## src/rtcs_pkg.sv

```systemverilog
package rtcs_pkg;
	// ==========================================
	// Register indices (byte address is index times four)
	localparam logic [3:0] IDX_SNAP_B0 = 4'h0;
	localparam logic [3:0] IDX_SNAP_B3 = 4'h3;
	localparam logic [3:0] IDX_CTRL = 4'h4;
	localparam logic [3:0] IDX_OSC_CFG = 4'h6;
	localparam logic [3:0] IDX_PIN_KEY = 4'h7;
	localparam logic [3:0] IDX_MATCH_B0 = 4'h8;
	localparam logic [3:0] IDX_MATCH_B3 = 4'hb;
	localparam logic [3:0] IDX_IRQ_STAT = 4'hc;
	localparam logic [3:0] IDX_IRQ_MASK = 4'hd;
	localparam int ADDR_LSB = 2;
	localparam int ADDR_W = 6;
	// ==========================================
	// Field positions
	localparam int CFG_STEP_EN_BIT = 7;
	localparam int CFG_SETTLED_BIT = 6;
	localparam int CFG_CAP_HI = 3;
	localparam int CTRL_SNAP_BIT = 0;
	localparam int CTRL_LOAD_BIT = 1;
	localparam int CTRL_FLAG_BIT = 2;
	localparam int CTRL_MATCH_EN_BIT = 3;
	localparam int CTRL_RUN_BIT = 4;
	localparam int IRQ_MATCH_BIT = 0;
	localparam int IRQ_SETTLE_BIT = 1;
	localparam int IRQ_SNAP_BIT = 2;
	localparam int IRQ_LOAD_BIT = 3;
	localparam int IRQ_W = 4;
	// ==========================================
	// Keys, reset values, timing
	localparam logic [7:0] PIN_KEY_SHORT = 8'he7;
	localparam logic [7:0] PIN_KEY_NORMAL = 8'h67;
	localparam logic [3:0] CAP_TARGET_RST = 4'h0;
	localparam logic [4:0] CTRL_RST = 5'h00;
	localparam int CLK_HZ = 50000000;
	localparam int STEP_PERIOD_US = 10;
	localparam int STEP_CYCLES = CLK_HZ / 1000000 * STEP_PERIOD_US;
	localparam int STEP_CNT_W = 9;

	typedef enum logic [1:0] {
		XS_IDLE = 2'b00,
		XS_SNAP = 2'b01,
		XS_LOAD = 2'b10
	} rtcs_xfer_t;
endpackage

```

## src/rtcs_top.sv

```systemverilog
`timescale 1ns/1ps
module rtcs_top (
	input wire logic pclk,
	input wire logic presetn,
	input wire logic psel,
	input wire logic penable,
	input wire logic pwrite,
	input wire logic [rtcs_pkg::ADDR_W-1:0] paddr,
	input wire logic [31:0] pwdata,
	input wire logic [3:0] pstrb,
	output logic [31:0] prdata,
	output logic pready,
	output logic pslverr,
	output logic osc_pins_shorted,
	output logic [3:0] load_cap_applied,
	output logic [31:0] timer_value,
	output logic wake_match_flag,
	output logic irq
);
	// ==========================================
	// Bus decode
	wire logic [3:0] idx = paddr[rtcs_pkg::ADDR_W-1:rtcs_pkg::ADDR_LSB];
	wire logic acc = psel && penable;
	wire logic wr = acc && pwrite && pstrb[0];
	wire logic rd = acc && !pwrite;
	wire logic [7:0] wb = pwdata[7:0];
	wire logic hit_snap = idx <= rtcs_pkg::IDX_SNAP_B3;
	wire logic hit_match = idx >= rtcs_pkg::IDX_MATCH_B0 && idx <= rtcs_pkg::IDX_MATCH_B3;
	wire logic hit_ctrl = idx == rtcs_pkg::IDX_CTRL;
	wire logic hit_cfg = idx == rtcs_pkg::IDX_OSC_CFG;
	wire logic hit_key = idx == rtcs_pkg::IDX_PIN_KEY;
	wire logic hit_stat = idx == rtcs_pkg::IDX_IRQ_STAT;
	wire logic hit_mask = idx == rtcs_pkg::IDX_IRQ_MASK;
	wire logic mapped = hit_snap || hit_match || hit_ctrl || hit_cfg || hit_key
		|| hit_stat || hit_mask;
	wire logic [1:0] lane = idx[1:0];

	function automatic logic [31:0] put_byte(input logic [31:0] w, input logic [1:0] b,
		input logic [7:0] v);
		logic [31:0] r;
		r = w;
		r[b*8 +: 8] = v;
		return r;
	endfunction

	// ==========================================
	// Registers
	logic [31:0] snap_r, snap_nxt;
	logic [31:0] match_r;
	logic [31:0] timer_r, timer_nxt;
	logic step_en_r;
	logic [3:0] cap_target_r;
	logic [3:0] cap_applied_r;
	logic [7:0] pin_key_r;
	logic run_r, match_en_r, auto_rst_r, flag_r;
	logic snap_req_r, load_req_r;
	rtcs_pkg::rtcs_xfer_t xfer_r, xfer_nxt;
	logic [rtcs_pkg::IRQ_W-1:0] stat_r, mask_r, ev;
	logic [rtcs_pkg::STEP_CNT_W-1:0] step_cnt_r;
	logic [31:0] rdata_nxt;

	wire logic settled = cap_applied_r == cap_target_r;
	wire logic step_tick = step_cnt_r == rtcs_pkg::STEP_CNT_W'(rtcs_pkg::STEP_CYCLES - 1);
	wire logic match_hit = match_en_r && timer_r == match_r;
	wire logic settled_rise;
	logic settled_prev_r;
	assign settled_rise = settled && !settled_prev_r;

	assign pready = 1'b1;
	assign pslverr = acc && !mapped;
	assign osc_pins_shorted = pin_key_r == rtcs_pkg::PIN_KEY_SHORT;
	assign load_cap_applied = cap_applied_r;
	assign timer_value = timer_r;
	assign wake_match_flag = flag_r;
	assign irq = |(stat_r & mask_r);

	// ==========================================
	// Read mux
	always_comb begin
		rdata_nxt = 32'h0000_0000;
		if (hit_snap) begin
			rdata_nxt[7:0] = snap_r[lane*8 +: 8];
		end else if (hit_match) begin
			rdata_nxt[7:0] = match_r[lane*8 +: 8];
		end else if (hit_cfg) begin
			rdata_nxt[rtcs_pkg::CFG_STEP_EN_BIT] = step_en_r;
			rdata_nxt[rtcs_pkg::CFG_SETTLED_BIT] = settled;
			rdata_nxt[rtcs_pkg::CFG_CAP_HI:0] = cap_target_r;
		end else if (hit_ctrl) begin
			rdata_nxt[rtcs_pkg::CTRL_SNAP_BIT] = snap_req_r;
			rdata_nxt[rtcs_pkg::CTRL_LOAD_BIT] = load_req_r;
			rdata_nxt[rtcs_pkg::CTRL_FLAG_BIT] = flag_r;
			rdata_nxt[rtcs_pkg::CTRL_MATCH_EN_BIT] = match_en_r;
			rdata_nxt[rtcs_pkg::CTRL_RUN_BIT] = run_r;
		end else if (hit_stat) begin
			rdata_nxt[rtcs_pkg::IRQ_W-1:0] = stat_r;
		end else if (hit_mask) begin
			rdata_nxt[rtcs_pkg::IRQ_W-1:0] = mask_r;
		end
	end

	// ==========================================
	// Transfer sequencer and timer
	always_comb begin
		xfer_nxt = xfer_r;
		case (xfer_r)
			rtcs_pkg::XS_IDLE: begin
				if (load_req_r) begin
					xfer_nxt = rtcs_pkg::XS_LOAD;
				end else if (snap_req_r) begin
					xfer_nxt = rtcs_pkg::XS_SNAP;
				end
			end
			rtcs_pkg::XS_SNAP: xfer_nxt = rtcs_pkg::XS_IDLE;
			rtcs_pkg::XS_LOAD: xfer_nxt = rtcs_pkg::XS_IDLE;
			default: xfer_nxt = rtcs_pkg::XS_IDLE;
		endcase
	end

	always_comb begin
		timer_nxt = timer_r;
		if (xfer_r == rtcs_pkg::XS_LOAD) begin
			timer_nxt = snap_r;
		end else if (match_hit && auto_rst_r) begin
			timer_nxt = 32'h0000_0000;
		end else if (run_r) begin
			timer_nxt = timer_r + 32'h0000_0001;
		end
	end

	always_comb begin
		snap_nxt = snap_r;
		if (xfer_r == rtcs_pkg::XS_SNAP) begin
			snap_nxt = timer_r;
		end else if (wr && hit_snap) begin
			snap_nxt = put_byte(snap_r, lane, wb);
		end
	end

	always_comb begin
		ev = '0;
		ev[rtcs_pkg::IRQ_MATCH_BIT] = match_hit;
		ev[rtcs_pkg::IRQ_SETTLE_BIT] = settled_rise && step_en_r;
		ev[rtcs_pkg::IRQ_SNAP_BIT] = xfer_r == rtcs_pkg::XS_SNAP;
		ev[rtcs_pkg::IRQ_LOAD_BIT] = xfer_r == rtcs_pkg::XS_LOAD;
	end

	// ==========================================
	// Next values
	function automatic logic [3:0] step_toward(input logic [3:0] cur, input logic [3:0] tgt);
		return (cur < tgt) ? cur + 4'h1 : cur - 4'h1;
	endfunction

	wire logic ctrl_wr = wr && hit_ctrl;
	wire logic cfg_wr = wr && hit_cfg;
	wire logic key_legal = wb == rtcs_pkg::PIN_KEY_SHORT || wb == rtcs_pkg::PIN_KEY_NORMAL;
	wire logic key_wr = wr && hit_key && key_legal;
	wire logic prdata_en = psel && !penable && !pwrite;
	wire logic snap_done = xfer_r == rtcs_pkg::XS_SNAP;
	wire logic load_done = xfer_r == rtcs_pkg::XS_LOAD;
	wire logic [rtcs_pkg::STEP_CNT_W-1:0] step_cnt_nxt = step_tick ? '0 : step_cnt_r + 1'b1;
	// Stepping off: applied follows target at once
	wire logic [3:0] cap_applied_nxt = !step_en_r ? cap_target_r
		: (step_tick && !settled) ? step_toward(cap_applied_r, cap_target_r)
		: cap_applied_r;
	// Done clears a request; a new write of 1 re-arms it
	wire logic snap_req_nxt = (ctrl_wr && wb[rtcs_pkg::CTRL_SNAP_BIT]) ? 1'b1
		: snap_done ? 1'b0 : snap_req_r;
	wire logic load_req_nxt = (ctrl_wr && wb[rtcs_pkg::CTRL_LOAD_BIT]) ? 1'b1
		: load_done ? 1'b0 : load_req_r;
	// Disabling the alarm drops the flag; a match in the same cycle wins
	wire logic flag_nxt = match_hit ? 1'b1
		: (ctrl_wr && !wb[rtcs_pkg::CTRL_MATCH_EN_BIT]) ? 1'b0 : flag_r;
	// Read clears only the bits it returned; newer events survive
	wire logic [rtcs_pkg::IRQ_W-1:0] stat_clr = (rd && hit_stat) ? prdata[rtcs_pkg::IRQ_W-1:0]
		: '0;
	wire logic [rtcs_pkg::IRQ_W-1:0] stat_nxt = (stat_r & ~stat_clr) | ev;

	// ==========================================
	// Flops
	always_ff @(posedge pclk or negedge presetn) begin
		if (!presetn) begin
			prdata <= 32'h0000_0000;
		end else if (prdata_en) begin
			prdata <= rdata_nxt;
		end
	end

	always_ff @(posedge pclk or negedge presetn) begin
		if (!presetn) begin
			snap_r <= 32'h0000_0000;
		end else begin
			snap_r <= snap_nxt;
		end
	end

	always_ff @(posedge pclk or negedge presetn) begin
		if (!presetn) begin
			timer_r <= 32'h0000_0000;
		end else begin
			timer_r <= timer_nxt;
		end
	end

	always_ff @(posedge pclk or negedge presetn) begin
		if (!presetn) begin
			xfer_r <= rtcs_pkg::XS_IDLE;
		end else begin
			xfer_r <= xfer_nxt;
		end
	end

	always_ff @(posedge pclk or negedge presetn) begin
		if (!presetn) begin
			match_r <= 32'h0000_0000;
		end else if (wr && hit_match) begin
			match_r <= put_byte(match_r, lane, wb);
		end
	end

	always_ff @(posedge pclk or negedge presetn) begin
		if (!presetn) begin
			step_en_r <= 1'b0;
		end else if (cfg_wr) begin
			step_en_r <= wb[rtcs_pkg::CFG_STEP_EN_BIT];
		end
	end

	always_ff @(posedge pclk or negedge presetn) begin
		if (!presetn) begin
			cap_target_r <= rtcs_pkg::CAP_TARGET_RST;
		end else if (cfg_wr) begin
			cap_target_r <= wb[rtcs_pkg::CFG_CAP_HI:0];
		end
	end

	always_ff @(posedge pclk or negedge presetn) begin
		if (!presetn) begin
			pin_key_r <= rtcs_pkg::PIN_KEY_NORMAL;
		end else if (key_wr) begin
			pin_key_r <= wb;
		end
	end

	always_ff @(posedge pclk or negedge presetn) begin
		if (!presetn) begin
			cap_applied_r <= rtcs_pkg::CAP_TARGET_RST;
		end else begin
			cap_applied_r <= cap_applied_nxt;
		end
	end

	always_ff @(posedge pclk or negedge presetn) begin
		if (!presetn) begin
			step_cnt_r <= '0;
		end else begin
			step_cnt_r <= step_cnt_nxt;
		end
	end

	// Settled after reset, so no false rise follows it
	always_ff @(posedge pclk or negedge presetn) begin
		if (!presetn) begin
			settled_prev_r <= 1'b1;
		end else begin
			settled_prev_r <= settled;
		end
	end

	always_ff @(posedge pclk or negedge presetn) begin
		if (!presetn) begin
			run_r <= rtcs_pkg::CTRL_RST[rtcs_pkg::CTRL_RUN_BIT];
		end else if (ctrl_wr) begin
			run_r <= wb[rtcs_pkg::CTRL_RUN_BIT];
		end
	end

	always_ff @(posedge pclk or negedge presetn) begin
		if (!presetn) begin
			match_en_r <= rtcs_pkg::CTRL_RST[rtcs_pkg::CTRL_MATCH_EN_BIT];
		end else if (ctrl_wr) begin
			match_en_r <= wb[rtcs_pkg::CTRL_MATCH_EN_BIT];
		end
	end

	always_ff @(posedge pclk or negedge presetn) begin
		if (!presetn) begin
			auto_rst_r <= rtcs_pkg::CTRL_RST[rtcs_pkg::CTRL_FLAG_BIT];
		end else if (ctrl_wr) begin
			auto_rst_r <= wb[rtcs_pkg::CTRL_FLAG_BIT];
		end
	end

	always_ff @(posedge pclk or negedge presetn) begin
		if (!presetn) begin
			snap_req_r <= rtcs_pkg::CTRL_RST[rtcs_pkg::CTRL_SNAP_BIT];
		end else begin
			snap_req_r <= snap_req_nxt;
		end
	end

	always_ff @(posedge pclk or negedge presetn) begin
		if (!presetn) begin
			load_req_r <= rtcs_pkg::CTRL_RST[rtcs_pkg::CTRL_LOAD_BIT];
		end else begin
			load_req_r <= load_req_nxt;
		end
	end

	always_ff @(posedge pclk or negedge presetn) begin
		if (!presetn) begin
			flag_r <= 1'b0;
		end else begin
			flag_r <= flag_nxt;
		end
	end

	always_ff @(posedge pclk or negedge presetn) begin
		if (!presetn) begin
			stat_r <= '0;
		end else begin
			stat_r <= stat_nxt;
		end
	end

	always_ff @(posedge pclk or negedge presetn) begin
		if (!presetn) begin
			mask_r <= '0;
		end else if (wr && hit_mask) begin
			mask_r <= wb[rtcs_pkg::IRQ_W-1:0];
		end
	end
endmodule // rtcs_top

```

## config.mk

```make
export PLATFORM = sky130hd
export DESIGN_NAME = rtcs_top
export DESIGN_NICKNAME = d
export VERILOG_FILES = /design/src/rtcs_pkg.sv /design/src/rtcs_top.sv
export SDC_FILE = /design/constraint.sdc
export NUM_CORES = 1
export LEC_CHECK = 0
export ABC_CLOCK_PERIOD_IN_PS = 3200
export BUFFER_PORTS_ARGS = -buffer_cell sky130_fd_sc_hd__clkbuf_2
export CORE_ASPECT_RATIO = 1.2
export CORE_MARGIN = 2
export CORE_UTILIZATION = 30
export DETAILED_ROUTE_END_ITERATION = 16
export SLEW_MARGIN = 5
export SYNTH_ARGS = -nofsm -noshare
export SYNTH_HDL_FRONTEND = slang
export SYNTH_SLANG_ARGS = --single-unit
```

## constraint.sdc

```tcl
create_clock -name pclk -period 3.2 [get_ports pclk]
set_input_delay 0.32 -clock pclk [delete_from_list [all_inputs] [get_ports pclk]]
set_output_delay 0.32 -clock pclk [all_outputs]
set_load 0.1 [all_outputs]
```

==> impl_metrics.tcl, run 1 <==
set metrics [dict create \
    status "finished, final reports clean" \
    synth.lib_cells_used.distinct 63 \
    power.total_mw 5.75 \
    drt-initial-drc-count 545 \
    die_area_sq_um 28300 \
    critical_path_peak_fanout 5 \
    via_count_of_the_first_global_routing_pass 6506 \
    fin_cells 1208 \
    worstRegToRegCells 12 \
    power.density_cell_area_nw_per_um2 614 \
    grt_max_degree 77 \
    unrepaired_setup_endpoints_after_global_routing "false" \
    rrSetupSlack_ns 0.15 \
    worst_hold_slack_ns 0.222 \
    floorplan.initialDensity_pct 30.7 \
    max_slew.worst_pin.slew_ns 0.934 \
    gr-usage-all-layers_pct 18.6 \
    cts.htree.levels 4 \
    setup-tns-final_ns 0 \
    number_of_antenna_violating_nets_in_the_routed_design 0 \
    max_clock_freq_ghz 0.328 \
    via_per_inst 5.41 \
    reg2reg_from "load_cap_applied[1]" \
    synth.avg_cell_area_sq_um 10.1 \
    post_cts_buffers 0 \
    synth-seq-area-share_pct 45.5 \
    power.static_leakage_nw 4.11 \
    synthArstFlopShare_pct 100 \
    io_buffers 65 \
    clk_lat_worst_skew_ns 0.43 \
    mapped_cells 804 \
    report.final.hold_viol_count 0 \
    core-area_sq_um 26400 \
    placed_cells 1175 \
    synthesis.area_sq_um 8100 \
    wirelength_microns 25800 \
    hold-path-cell-count 2 \
    finalClockSkew_ns 0.0148 \
    layout_worst_path_cycle_share_pct 95.3 \
    path_class "reg -> reg" \
    min_delay_worst_endpoint "match_r[5]" \
    setup-violations-final 0 \
    timing_max_transition_violations_final 0 \
    synth_edf_count 0 \
    synth-seq-cells 147 \
    grt_antenna_before_repair 0 \
    timing.hold.worst.class "in -> reg" \
    reg2reg_to "load_cap_applied[3]" \
    cts_root_buffer "sky130_fd_sc_hd__clkbuf_16" \
    timing.critical_path.required_ns 3.47 \
    drv_cap 0 \
    n_antenna_cell 0 \
    wire_per_inst_microns 21.4 \
    arrival_time_at_the_worst_endpoint_ns 3.32 \
    holdCritStartpoint "pwdata[5]" \
    detail_route.drc_violations 0 \
    tritoncts_num_sinks 147 \
    drt_pass1_iterations 7 \
    layout.nets 921 \
    ys_warn_count 0 \
    gr-total-overflow 0 \
    first_pass_grt_wire_length_microns 39800 \
    cts_made_buffers 17 \
    hpwl_microns 18900 \
    final_layout_size_suffix_gt1_share_pct 19.6 \
    row_count 65 \
    die_h_microns 184 \
    clk_pin_slew_ns 0.07 \
    vias 6540 \
    synth-main-ff-cell "sky130_fd_sc_hd__dfrtp_1" \
    max-vdd-ir-drop_mv 0.275 \
    tightest_slew_margin_relative_to_the_limit_pct 37.7 \
    gp_congestion 0.966 \
    areaGrowthSynthToFinish_pct 15.5 \
    finalCriticalPeriod_ns 3.05 \
    critPathCaptureType "register" \
    setup.worst_path.start_class "register" \
    ctsLongestPathBuffers 2 \
    tritoncts "built" \
    floorplan.io_pins 120 \
    floorplan.die.width_microns 154 \
    fin_util_pct 35.4 \
]
stage by stage:
step | worst slack (ns) | cell area, sq um
6_report | 0.151 | 9360
5_1_grt | 0.0484 | 9360
4_1_cts | 0.0830 | 9360
3_5_place_dp | -0.0790 | 8710
3_3_place_gp | 0.0218 | 8710
2_1_floorplan | 0.0540 | 8200
how the worst max path moves through the flow:
stage | start | end | cells after the start
after floorplan | load_cap_applied[1] | load_cap_applied[3] | 12
after global placement | load_cap_applied[1] | load_cap_applied[3] | 12
after detailed placement | load_cap_applied[1] | load_cap_applied[3] | 12
after CTS | load_cap_applied[1] | load_cap_applied[3] | 12
after global routing | load_cap_applied[1] | load_cap_applied[3] | 12
final | load_cap_applied[1] | load_cap_applied[3] | 12
layer usage:
layer | global-route usage [%] | wire, microns | up-vias
met5 | 0 | 0 | -
met4 | 7.18 | 821 | 0
met3 | 3.28 | 1370 | 47
met2 | 31.7 | 12900 | 269
met1 | 23.4 | 10700 | 3251
li1 | - | - | 2973
Yosys cell counts, types with 21 or more instances:
| cell type | count | area (sq um) |
|---|---|---|
| sky130_fd_sc_hd__a22oi_1 | 26 | 195 |
| sky130_fd_sc_hd__o21ai_0 | 35 | 175 |
| sky130_fd_sc_hd__buf_4 | 26 | 195 |
| sky130_fd_sc_hd__dfrtp_1 | 141 | 3530 |
| sky130_fd_sc_hd__xor2_1 | 30 | 263 |
| sky130_fd_sc_hd__clkbuf_1 | 29 | 109 |
| sky130_fd_sc_hd__inv_1 | 21 | 78.8 |
| sky130_fd_sc_hd__nor2_1 | 40 | 150 |
| sky130_fd_sc_hd__o31ai_1 | 56 | 420 |
| sky130_fd_sc_hd__nand2_1 | 114 | 428 |
| sky130_fd_sc_hd__xnor2_1 | 36 | 315 |
critical path: stages, from the launching register on:
cell,delay [ns]
sky130_fd_sc_hd__dfrtp_4,0.50
sky130_fd_sc_hd__ha_1,0.31
sky130_fd_sc_hd__nor2b_1,0.13
sky130_fd_sc_hd__o21a_1,0.17
sky130_fd_sc_hd__o21ai_2,0.16
sky130_fd_sc_hd__nand2_1,0.16
sky130_fd_sc_hd__ha_1,0.31
sky130_fd_sc_hd__a21o_1,0.17
sky130_fd_sc_hd__a21oi_2,0.22
sky130_fd_sc_hd__nor3b_1,0.08
sky130_fd_sc_hd__and4_1,0.20
sky130_fd_sc_hd__a2111oi_1,0.30
sky130_fd_sc_hd__o221ai_1,0.19
sequential cells by signal, summed over array words and instances (netlist names):
signal and flops:
cap_target_r 4, timer_value 32, load_cap_applied 4, pin_key_r 8, step_en_r 1, stat_r 4
run_r 1, xfer_r 2, snap_req_r 1, match_r 32, prdata 8, auto_rst_r 1
mask_r 4, settled_prev_r 1, match_en_r 1, step_cnt_r 9, snap_r 32, load_req_r 1
wake_match_flag 1
layout make-up:
cell class                 count  area [sq um]
multi-input combinational    590          4070
inverter                      22          82.6
tap                          335           419
sequential                   147          3690
clock buffer                  18           429
fill                        2628         17100
timing repair buffer          82           464
clock inverter                14           200
where the power goes:
part	switching [mW]	leakage, nW	total, mW	internal [mW]
Combinational	1.05	1.84	1.36	0.309
Sequential	0.233	1.97	2.23	2.00
Clock	0.844	0.298	2.16	1.32
Total	2.13	4.11	5.75	3.63
layout by cell type (no fill, tap or decap), types with 5 or more instances in the layout:
master and n:
sky130_fd_sc_hd__dfrtp_1 138, sky130_fd_sc_hd__nand2_1 114, sky130_fd_sc_hd__clkbuf_2 63, sky130_fd_sc_hd__o31ai_1 56, sky130_fd_sc_hd__nor2_1 40, sky130_fd_sc_hd__xnor2_1 36
sky130_fd_sc_hd__o21ai_0 34, sky130_fd_sc_hd__xor2_1 30, sky130_fd_sc_hd__a22oi_1 26, sky130_fd_sc_hd__conb_1 25, sky130_fd_sc_hd__inv_1 21, sky130_fd_sc_hd__nand3_1 20
sky130_fd_sc_hd__a21oi_1 19, sky130_fd_sc_hd__clkbuf_16 17, sky130_fd_sc_hd__buf_4 17, sky130_fd_sc_hd__mux4_2 16, sky130_fd_sc_hd__nand4_1 15, sky130_fd_sc_hd__nor3_1 14
sky130_fd_sc_hd__mux2_2 13, sky130_fd_sc_hd__ha_1 13, sky130_fd_sc_hd__a22o_1 11, sky130_fd_sc_hd__mux2i_1 10, sky130_fd_sc_hd__nand2b_1 10, sky130_fd_sc_hd__nor4_1 7
sky130_fd_sc_hd__nor2b_1 6, sky130_fd_sc_hd__a221o_1 6, sky130_fd_sc_hd__dfstp_2 6, sky130_fd_sc_hd__a21o_1 5, sky130_fd_sc_hd__and3_1 5, sky130_fd_sc_hd__or2_2 5
what timing repair did:
action                                  CTS  global route
resized for setup                         2             2
hold buffers                              1             0
endpoints found under the hold margin    73             0
endpoints found under the setup margin    1             1
cells by family after synthesis:
family	synth area share (%)
and+or+nand+nor	16.5
AOI/OAI and AO/OA	15.4
DFF	45.5
buffers and inverters	5.59
xor gates and xnor gates	7.13
muxes	7.49
adders and majority gates	2.25
other	0.0927
(Power assumes the default switching activity.)
==> inputs of run 2 (changes only) <==
--- a/config.mk
+++ b/config.mk
@@ -5,6 +5,7 @@
 export SDC_FILE = /design/constraint.sdc
 export NUM_CORES = 1
 export LEC_CHECK = 0
+export ABC_AREA = 1
 export ABC_CLOCK_PERIOD_IN_PS = 3200
 export BUFFER_PORTS_ARGS = -buffer_cell sky130_fd_sc_hd__clkbuf_2
 export CORE_ASPECT_RATIO = 1.2
==> impl_metrics.tcl, run 2 <==
set metrics [dict create \
    cts.htree.levels 4 \
    setup-violations-final 0 \
    fin_util_pct 34.2 \
    tritoncts "built" \
    grt_antenna_before_repair 0 \
    tightest_slew_margin_relative_to_the_limit_pct 50.9 \
    wirelength_microns 36200 \
    gp_congestion 0.958 \
    arrival_time_at_the_worst_endpoint_ns 2.87 \
    synth-seq-area-share_pct 38.1 \
    hpwl_microns 28000 \
    worst_hold_slack_ns 0.166 \
    n_antenna_cell 0 \
    grt_max_degree 69 \
    row_count 72 \
    max_clock_freq_ghz 0.393 \
    synth.lib_cells_used.distinct 48 \
    ys_warn_count 0 \
    gr-usage-all-layers_pct 21.9 \
    power.static_leakage_nw 5.54 \
    layout_worst_path_cycle_share_pct 79.5 \
    layout.nets 1571 \
    areaGrowthSynthToFinish_pct 13.1 \
    die_area_sq_um 33700 \
    final.fill_count 3428 \
    floorplan.initialDensity_pct 30.3 \
    critical_path_peak_fanout 7 \
    max-vdd-ir-drop_mv 0.592 \
    ctsLongestPathBuffers 2 \
    finalCriticalPeriod_ns 2.54 \
    drv_cap 0 \
    detail_route.drc_violations 0 \
    cts_root_buffer "sky130_fd_sc_hd__clkbuf_16" \
    timing_max_transition_violations_final 0 \
    drt-initial-drc-count 823 \
    cell_type_contributing_the_most_total_cell_area_after_synthesis "sky130_fd_sc_hd__dfrtp_1" \
    status "finished, final reports clean" \
    synth_most_common_cell "sky130_fd_sc_hd__nand2_1" \
    max_slew.worst_pin.slew_ns 0.736 \
    power.density_cell_area_nw_per_um2 823 \
    critPathCaptureType "register" \
    timing.hold.worst.class "in -> reg" \
    report.final.hold_viol_count 0 \
    die_h_microns 201 \
    cts_made_buffers 17 \
    via_count_of_the_first_global_routing_pass 9358 \
    synth-seq-cells 147 \
    synth.avg_cell_area_sq_um 6.66 \
    power.total_mw 9.02 \
    unrepaired_setup_endpoints_after_global_routing "false" \
    io_buffers 65 \
    via_per_inst 5.01 \
    timing.critical_path.required_ns 3.53 \
    core-area_sq_um 32000 \
    drt_pass1_iterations 5 \
    synthesis.area_sq_um 9680 \
    clk_pin_slew_ns 0.06 \
    setup.worst_path.start_class "register" \
    first_pass_grt_wire_length_microns 55800 \
    setup-tns-final_ns 0 \
    yosys.area.top_type_share_pct 36.4 \
    cts_resized 0 \
    number_of_antenna_violating_nets_in_the_routed_design 0 \
    worstRegToRegCells 14 \
    synthArstFlopShare_pct 100 \
    wire_per_inst_microns 18.8 \
    synth_edf_count 0 \
    finalClockSkew_ns 0.0118 \
    synth-main-ff-cell "sky130_fd_sc_hd__dfrtp_1" \
    path_class "reg -> reg" \
    mostFrequentLayoutCell "sky130_fd_sc_hd__nand2_1" \
    vias 9677 \
    tritoncts_num_sinks 147 \
    mapped_cells 1453 \
    floorplan.io_pins 120 \
    netlist_top_cells_area "sky130_fd_sc_hd__dfrtp_1, sky130_fd_sc_hd__nand2_1, sky130_fd_sc_hd__inv_1" \
    most-common-layout-cells "sky130_fd_sc_hd__nand2_1, sky130_fd_sc_hd__inv_1, sky130_fd_sc_hd__dfrtp_1" \
    floorplan.die.width_microns 168 \
    final_layout_size_suffix_gt1_share_pct 9.52 \
    synth_common_cells "sky130_fd_sc_hd__nand2_1, sky130_fd_sc_hd__inv_1, sky130_fd_sc_hd__dfrtp_1" \
    gr-total-overflow 0 \
    hold-path-cell-count 3 \
    clk_lat_worst_skew_ns 0.44 \
]
run 2: cell families (layout without fill, tap and decap cells):
family	count (synthesis)	count (layout)	synth area share [%]
adder cells (fa/ha/maj)	14	14	1.89
XOR/XNOR	13	13	1.18
other	2	25	0.0776
buffers and inverters	276	323	12.4
flip-flops	147	147	38.1
AND/OR/NAND/NOR	797	797	34.2
AO/OA/AOI/OAI	204	204	12.2
run 2: layer usage:
| metal | up-vias | part of all wire [%] | GRT usage [%] |
|---|---|---|---|
| met5 | - | 0 | 0 |
| met1 | 4564 | 41 | 27.1 |
| met2 | 364 | 48 | 36.4 |
| li1 | 4659 | - | - |
| met4 | 0 | 5.7 | 12.0 |
| met3 | 90 | 5.5 | 3.45 |
run 2: worst max-delay path, stage by stage, from the launching register on:
cell and delay, ns:
sky130_fd_sc_hd__dfrtp_1 0.47, sky130_fd_sc_hd__ha_1 0.34, sky130_fd_sc_hd__nand3_4 0.11, sky130_fd_sc_hd__nor2_1 0.24
sky130_fd_sc_hd__nand2_1 0.10, sky130_fd_sc_hd__nor2_1 0.36, sky130_fd_sc_hd__nand2_1 0.17, sky130_fd_sc_hd__nor2_1 0.20
sky130_fd_sc_hd__nand3_1 0.09, sky130_fd_sc_hd__nand2_1 0.10, sky130_fd_sc_hd__inv_1 0.04, sky130_fd_sc_hd__nand3_1 0.05
sky130_fd_sc_hd__nand2_1 0.06, sky130_fd_sc_hd__nand2_1 0.07, sky130_fd_sc_hd__inv_1 0.04
run 2: where the power goes:
part | switching (mW) | leakage, nW | internal, mW | total (mW)
registers | 0.763 | 1.77 | 2.30 | 3.06
clock network | 0.829 | 0.284 | 1.24 | 2.07
logic | 3.08 | 3.48 | 0.812 | 3.89
run 2: area by class of cell:
type	count	area [sq um]	area share [%]
Tap cell	407	509	4.65
Clock buffer	22	454	4.15
Sequential cell	147	3690	33.7
Inverter	211	797	7.28
Clock inverter	10	134	1.22
Timing Repair Buffer	80	474	4.33
Multi-Input combinational cell	1053	4900	44.7
run 2: final timing paths:
check                          startpoint         endpoint  slack (ns)
hold reg to reg                load_req_r        xfer_r[0]        0.43
max in group asynchronous         presetn      match_r[21]        1.90
hold / removal                  pwdata[3]  wake_match_flag        0.17
setup reg to reg           timer_value[0]  timer_value[22]        0.66
setup / recovery           timer_value[0]  timer_value[22]        0.66
min in group asynchronous         presetn   timer_value[4]        0.35
run 2: repair_timing:
item                       4_1_cts  5_1_grt
hold endpoints to repair        36        0
setup endpoints to repair        0        0
setup buffers                    0        0
hold buffers                     1        0
run 2: metrics by stage:
step           setup WS [ns]  instances  area, sq um
2_1_floorplan          0.421       1476         9780
3_3_place_gp           0.713       1897        10400
3_5_place_dp           0.679       1897        10400
4_1_cts                0.663       1930        11000
5_1_grt                0.381       1930        11000
6_report               0.656       1930        11000
==> inputs of run 3 (changes only) <==
--- a/config.mk
+++ b/config.mk
@@ -6,7 +6,7 @@
 export NUM_CORES = 1
 export LEC_CHECK = 0
 export ABC_AREA = 1
-export ABC_CLOCK_PERIOD_IN_PS = 3200
+export ABC_CLOCK_PERIOD_IN_PS = 2200
 export BUFFER_PORTS_ARGS = -buffer_cell sky130_fd_sc_hd__clkbuf_2
 export CORE_ASPECT_RATIO = 1.2
 export CORE_MARGIN = 2
==> constraint.sdc (replaced) <==
create_clock -name pclk -period 2.2 [get_ports pclk]
set_input_delay 0.22 -clock pclk [delete_from_list [all_inputs] [get_ports pclk]]
set_output_delay 0.22 -clock pclk [all_outputs]
set_load 0.1 [all_outputs]
==> impl_metrics.tcl, run 3 (synthesis results as in run 2) <==
set metrics [dict create \
    timing.critical_path.required_ns 2.51 \
    violations "setup timing" \
    power.net_switching_mw 7.19 \
    gp_congestion 0.957 \
    min_delay_worst_endpoint "wake_match_flag" \
    clk_pin_slew_ns 0.07 \
    core-area_sq_um 32000 \
    max_clock_freq_ghz 0.449 \
    layout_worst_path_cycle_share_pct 101 \
    detail_route.drc_violations 0 \
    wirelength_microns 38300 \
    die_h_microns 201 \
    power_internal_mw 6.60 \
    first_pass_grt_wire_length_microns 57800 \
    drv_cap 0 \
    hold-path-cell-count 3 \
    areaGrowthSynthToFinish_pct 20.1 \
    critical_path_peak_fanout 3 \
    io_buffers 65 \
    setup_ws_ns -0.0271 \
    number_of_antenna_violating_nets_in_the_routed_design 0 \
    gr-usage-all-layers_pct 22.9 \
    setup.worst_path.start_class "register" \
    power.share.switching_pct 52.1 \
    worstRegToRegCells 11 \
    arrival_time_at_the_worst_endpoint_ns 2.53 \
    wire_per_inst_microns 19.2 \
    power.static_leakage_nw 5.85 \
    vias 10100 \
    via_count_of_the_first_global_routing_pass 9623 \
    critPathCaptureType "register" \
    path_class "reg -> reg" \
    pre_cts_ws_ns -0.0875 \
    timing.hold.worst.class "in -> reg" \
    seqPwrFrac_pct 31.7 \
    floorplan.die.width_microns 168 \
    max-vdd-ir-drop_mv 0.819 \
    tightest_slew_margin_relative_to_the_limit_pct 48.9 \
    final_layout_size_suffix_gt1_share_pct 17.0 \
    unrepaired_setup_endpoints_after_global_routing "true" \
    report.final.hold_viol_count 0 \
    tritoncts_num_sinks 147 \
    finalClockSkew_ns 0.0138 \
    timing_max_transition_violations_final 0 \
    clk_lat_worst_skew_ns 0.45 \
    die_area_sq_um 33700 \
    power.density_cell_area_nw_per_um2 1190 \
    gr-total-overflow 0 \
    combPwrFrac_pct 46.2 \
    reg2reg_from "load_cap_applied[3]" \
    mostFrequentLayoutCell "sky130_fd_sc_hd__nand2_1" \
    most-common-layout-cells "sky130_fd_sc_hd__nand2_1, sky130_fd_sc_hd__inv_1, sky130_fd_sc_hd__nor2_1" \
    max_slew.worst_pin.slew_ns 0.767 \
    finalCriticalPeriod_ns 2.23 \
    n_antenna_cell 0 \
    floorplan.io_pins 120 \
    placed_cell_area_sq_um 10900 \
    cts_root_buffer "sky130_fd_sc_hd__clkbuf_16" \
    row_count 72 \
    finalInstanceArea_sq_um 11600 \
    layout.nets 1637 \
    ctsLongestPathBuffers 2 \
    cts.htree.levels 4 \
    cts_made_buffers 17 \
    grt_antenna_before_repair 0 \
    floorplan.initialDensity_pct 30.3 \
    grt_max_degree 58 \
    rrSetupSlack_ns -0.03 \
    drt_pass1_iterations 5 \
    holdCritStartpoint "pwdata[3]" \
    status "finished with violations" \
    tritoncts "built" \
    reg2reg_to "load_cap_applied[3]" \
    hpwl_microns 29900 \
    drt-initial-drc-count 816 \
    setup-violations-final 1 \
    clockPowerShare_pct 22.1 \
    via_per_inst 5.04 \
]
-- run 3: final cells by class --
| cell class | count | area (sq um) |
|---|---|---|
| Tap cell | 407 | 509 |
| Inverter | 211 | 801 |
| Fill cell | 3439 | 20400 |
| Clock buffer | 17 | 425 |
| Sequential cell | 147 | 3740 |
| Multi-Input combinational cell | 1053 | 4960 |
| Timing Repair Buffer | 146 | 1020 |
| Clock inverter | 15 | 163 |
-- run 3: power groups by stage --
stage | clock, mW | combinational, mW | sequential (mW)
final | 3.05 | 6.38 | 4.37
after global routing | 3.21 | 6.90 | 4.40
after CTS | 3.09 | 6.32 | 4.35
after detailed placement | 0 | 6.26 | 4.40
after global placement | 0 | 6.22 | 4.40
after floorplan | 0 | 2.60 | 5.95
-- run 3: metrics by stage --
step / util [%] / setup TNS (ns) / cells / hold WS [ns] / total power [mW]
2_1_floorplan: - / -0.546 / 1476 / -0.0756 / 8.55
3_3_place_gp: 34.2 / -0.100 / 1957 / 0.206 / 10.6
3_5_place_dp: 34.2 / -0.0875 / 1957 / 0.213 / 10.7
4_1_cts: 36.1 / -0.0545 / 1993 / 0.0767 / 13.8
5_1_grt: 36.4 / -0.174 / 1996 / 0.0987 / 14.5
6_report: 36.4 / -0.0271 / 1996 / 0.0886 / 13.8
-- run 3: worst max-delay path by stage --
| stage | endpoint | from | slack [ns] | depth (start not counted) |
|---|---|---|---|---|
| floorplan | load_cap_applied[3] | load_cap_applied[3] | -0.29 | 11 |
| global placement | load_cap_applied[3] | load_cap_applied[3] | -0.10 | 11 |
| detailed placement | load_cap_applied[3] | load_cap_applied[3] | -0.09 | 11 |
| CTS | load_cap_applied[3] | load_cap_applied[3] | -0.05 | 11 |
| global route | load_cap_applied[3] | load_cap_applied[3] | -0.15 | 11 |
| finish | load_cap_applied[3] | load_cap_applied[3] | -0.03 | 11 |
-- run 3: per-layer routing --
| metal | global-route usage (%) | wire [microns] | up-vias |
|---|---|---|---|
| li1 | - | - | 4781 |
| met4 | 14.3 | 2470 | 0 |
| met3 | 2.82 | 1960 | 109 |
| met5 | 0 | 0 | - |
| met2 | 38.4 | 18500 | 379 |
| met1 | 27.9 | 15300 | 4789 |
-- run 3: timing repair --
item	in CTS	in global routing
resized for setup	2	17
hold endpoints to repair	44	0
setup endpoints to repair	1	13
setup buffers	3	4
hold buffers	1	0
pin swaps	9	13
-- run 3: worst max-delay path: stages, from the launching register on --
cell,delay (ns)
sky130_fd_sc_hd__dfrtp_4,0.49
sky130_fd_sc_hd__ha_4,0.28
sky130_fd_sc_hd__nand2_2,0.05
sky130_fd_sc_hd__inv_2,0.05
sky130_fd_sc_hd__nand2_1,0.04
sky130_fd_sc_hd__o211ai_1,0.24
sky130_fd_sc_hd__ha_1,0.31
sky130_fd_sc_hd__a21oi_2,0.14
sky130_fd_sc_hd__nand2_1,0.06
sky130_fd_sc_hd__xor2_1,0.15
sky130_fd_sc_hd__xor2_1,0.16
sky130_fd_sc_hd__o221ai_1,0.11
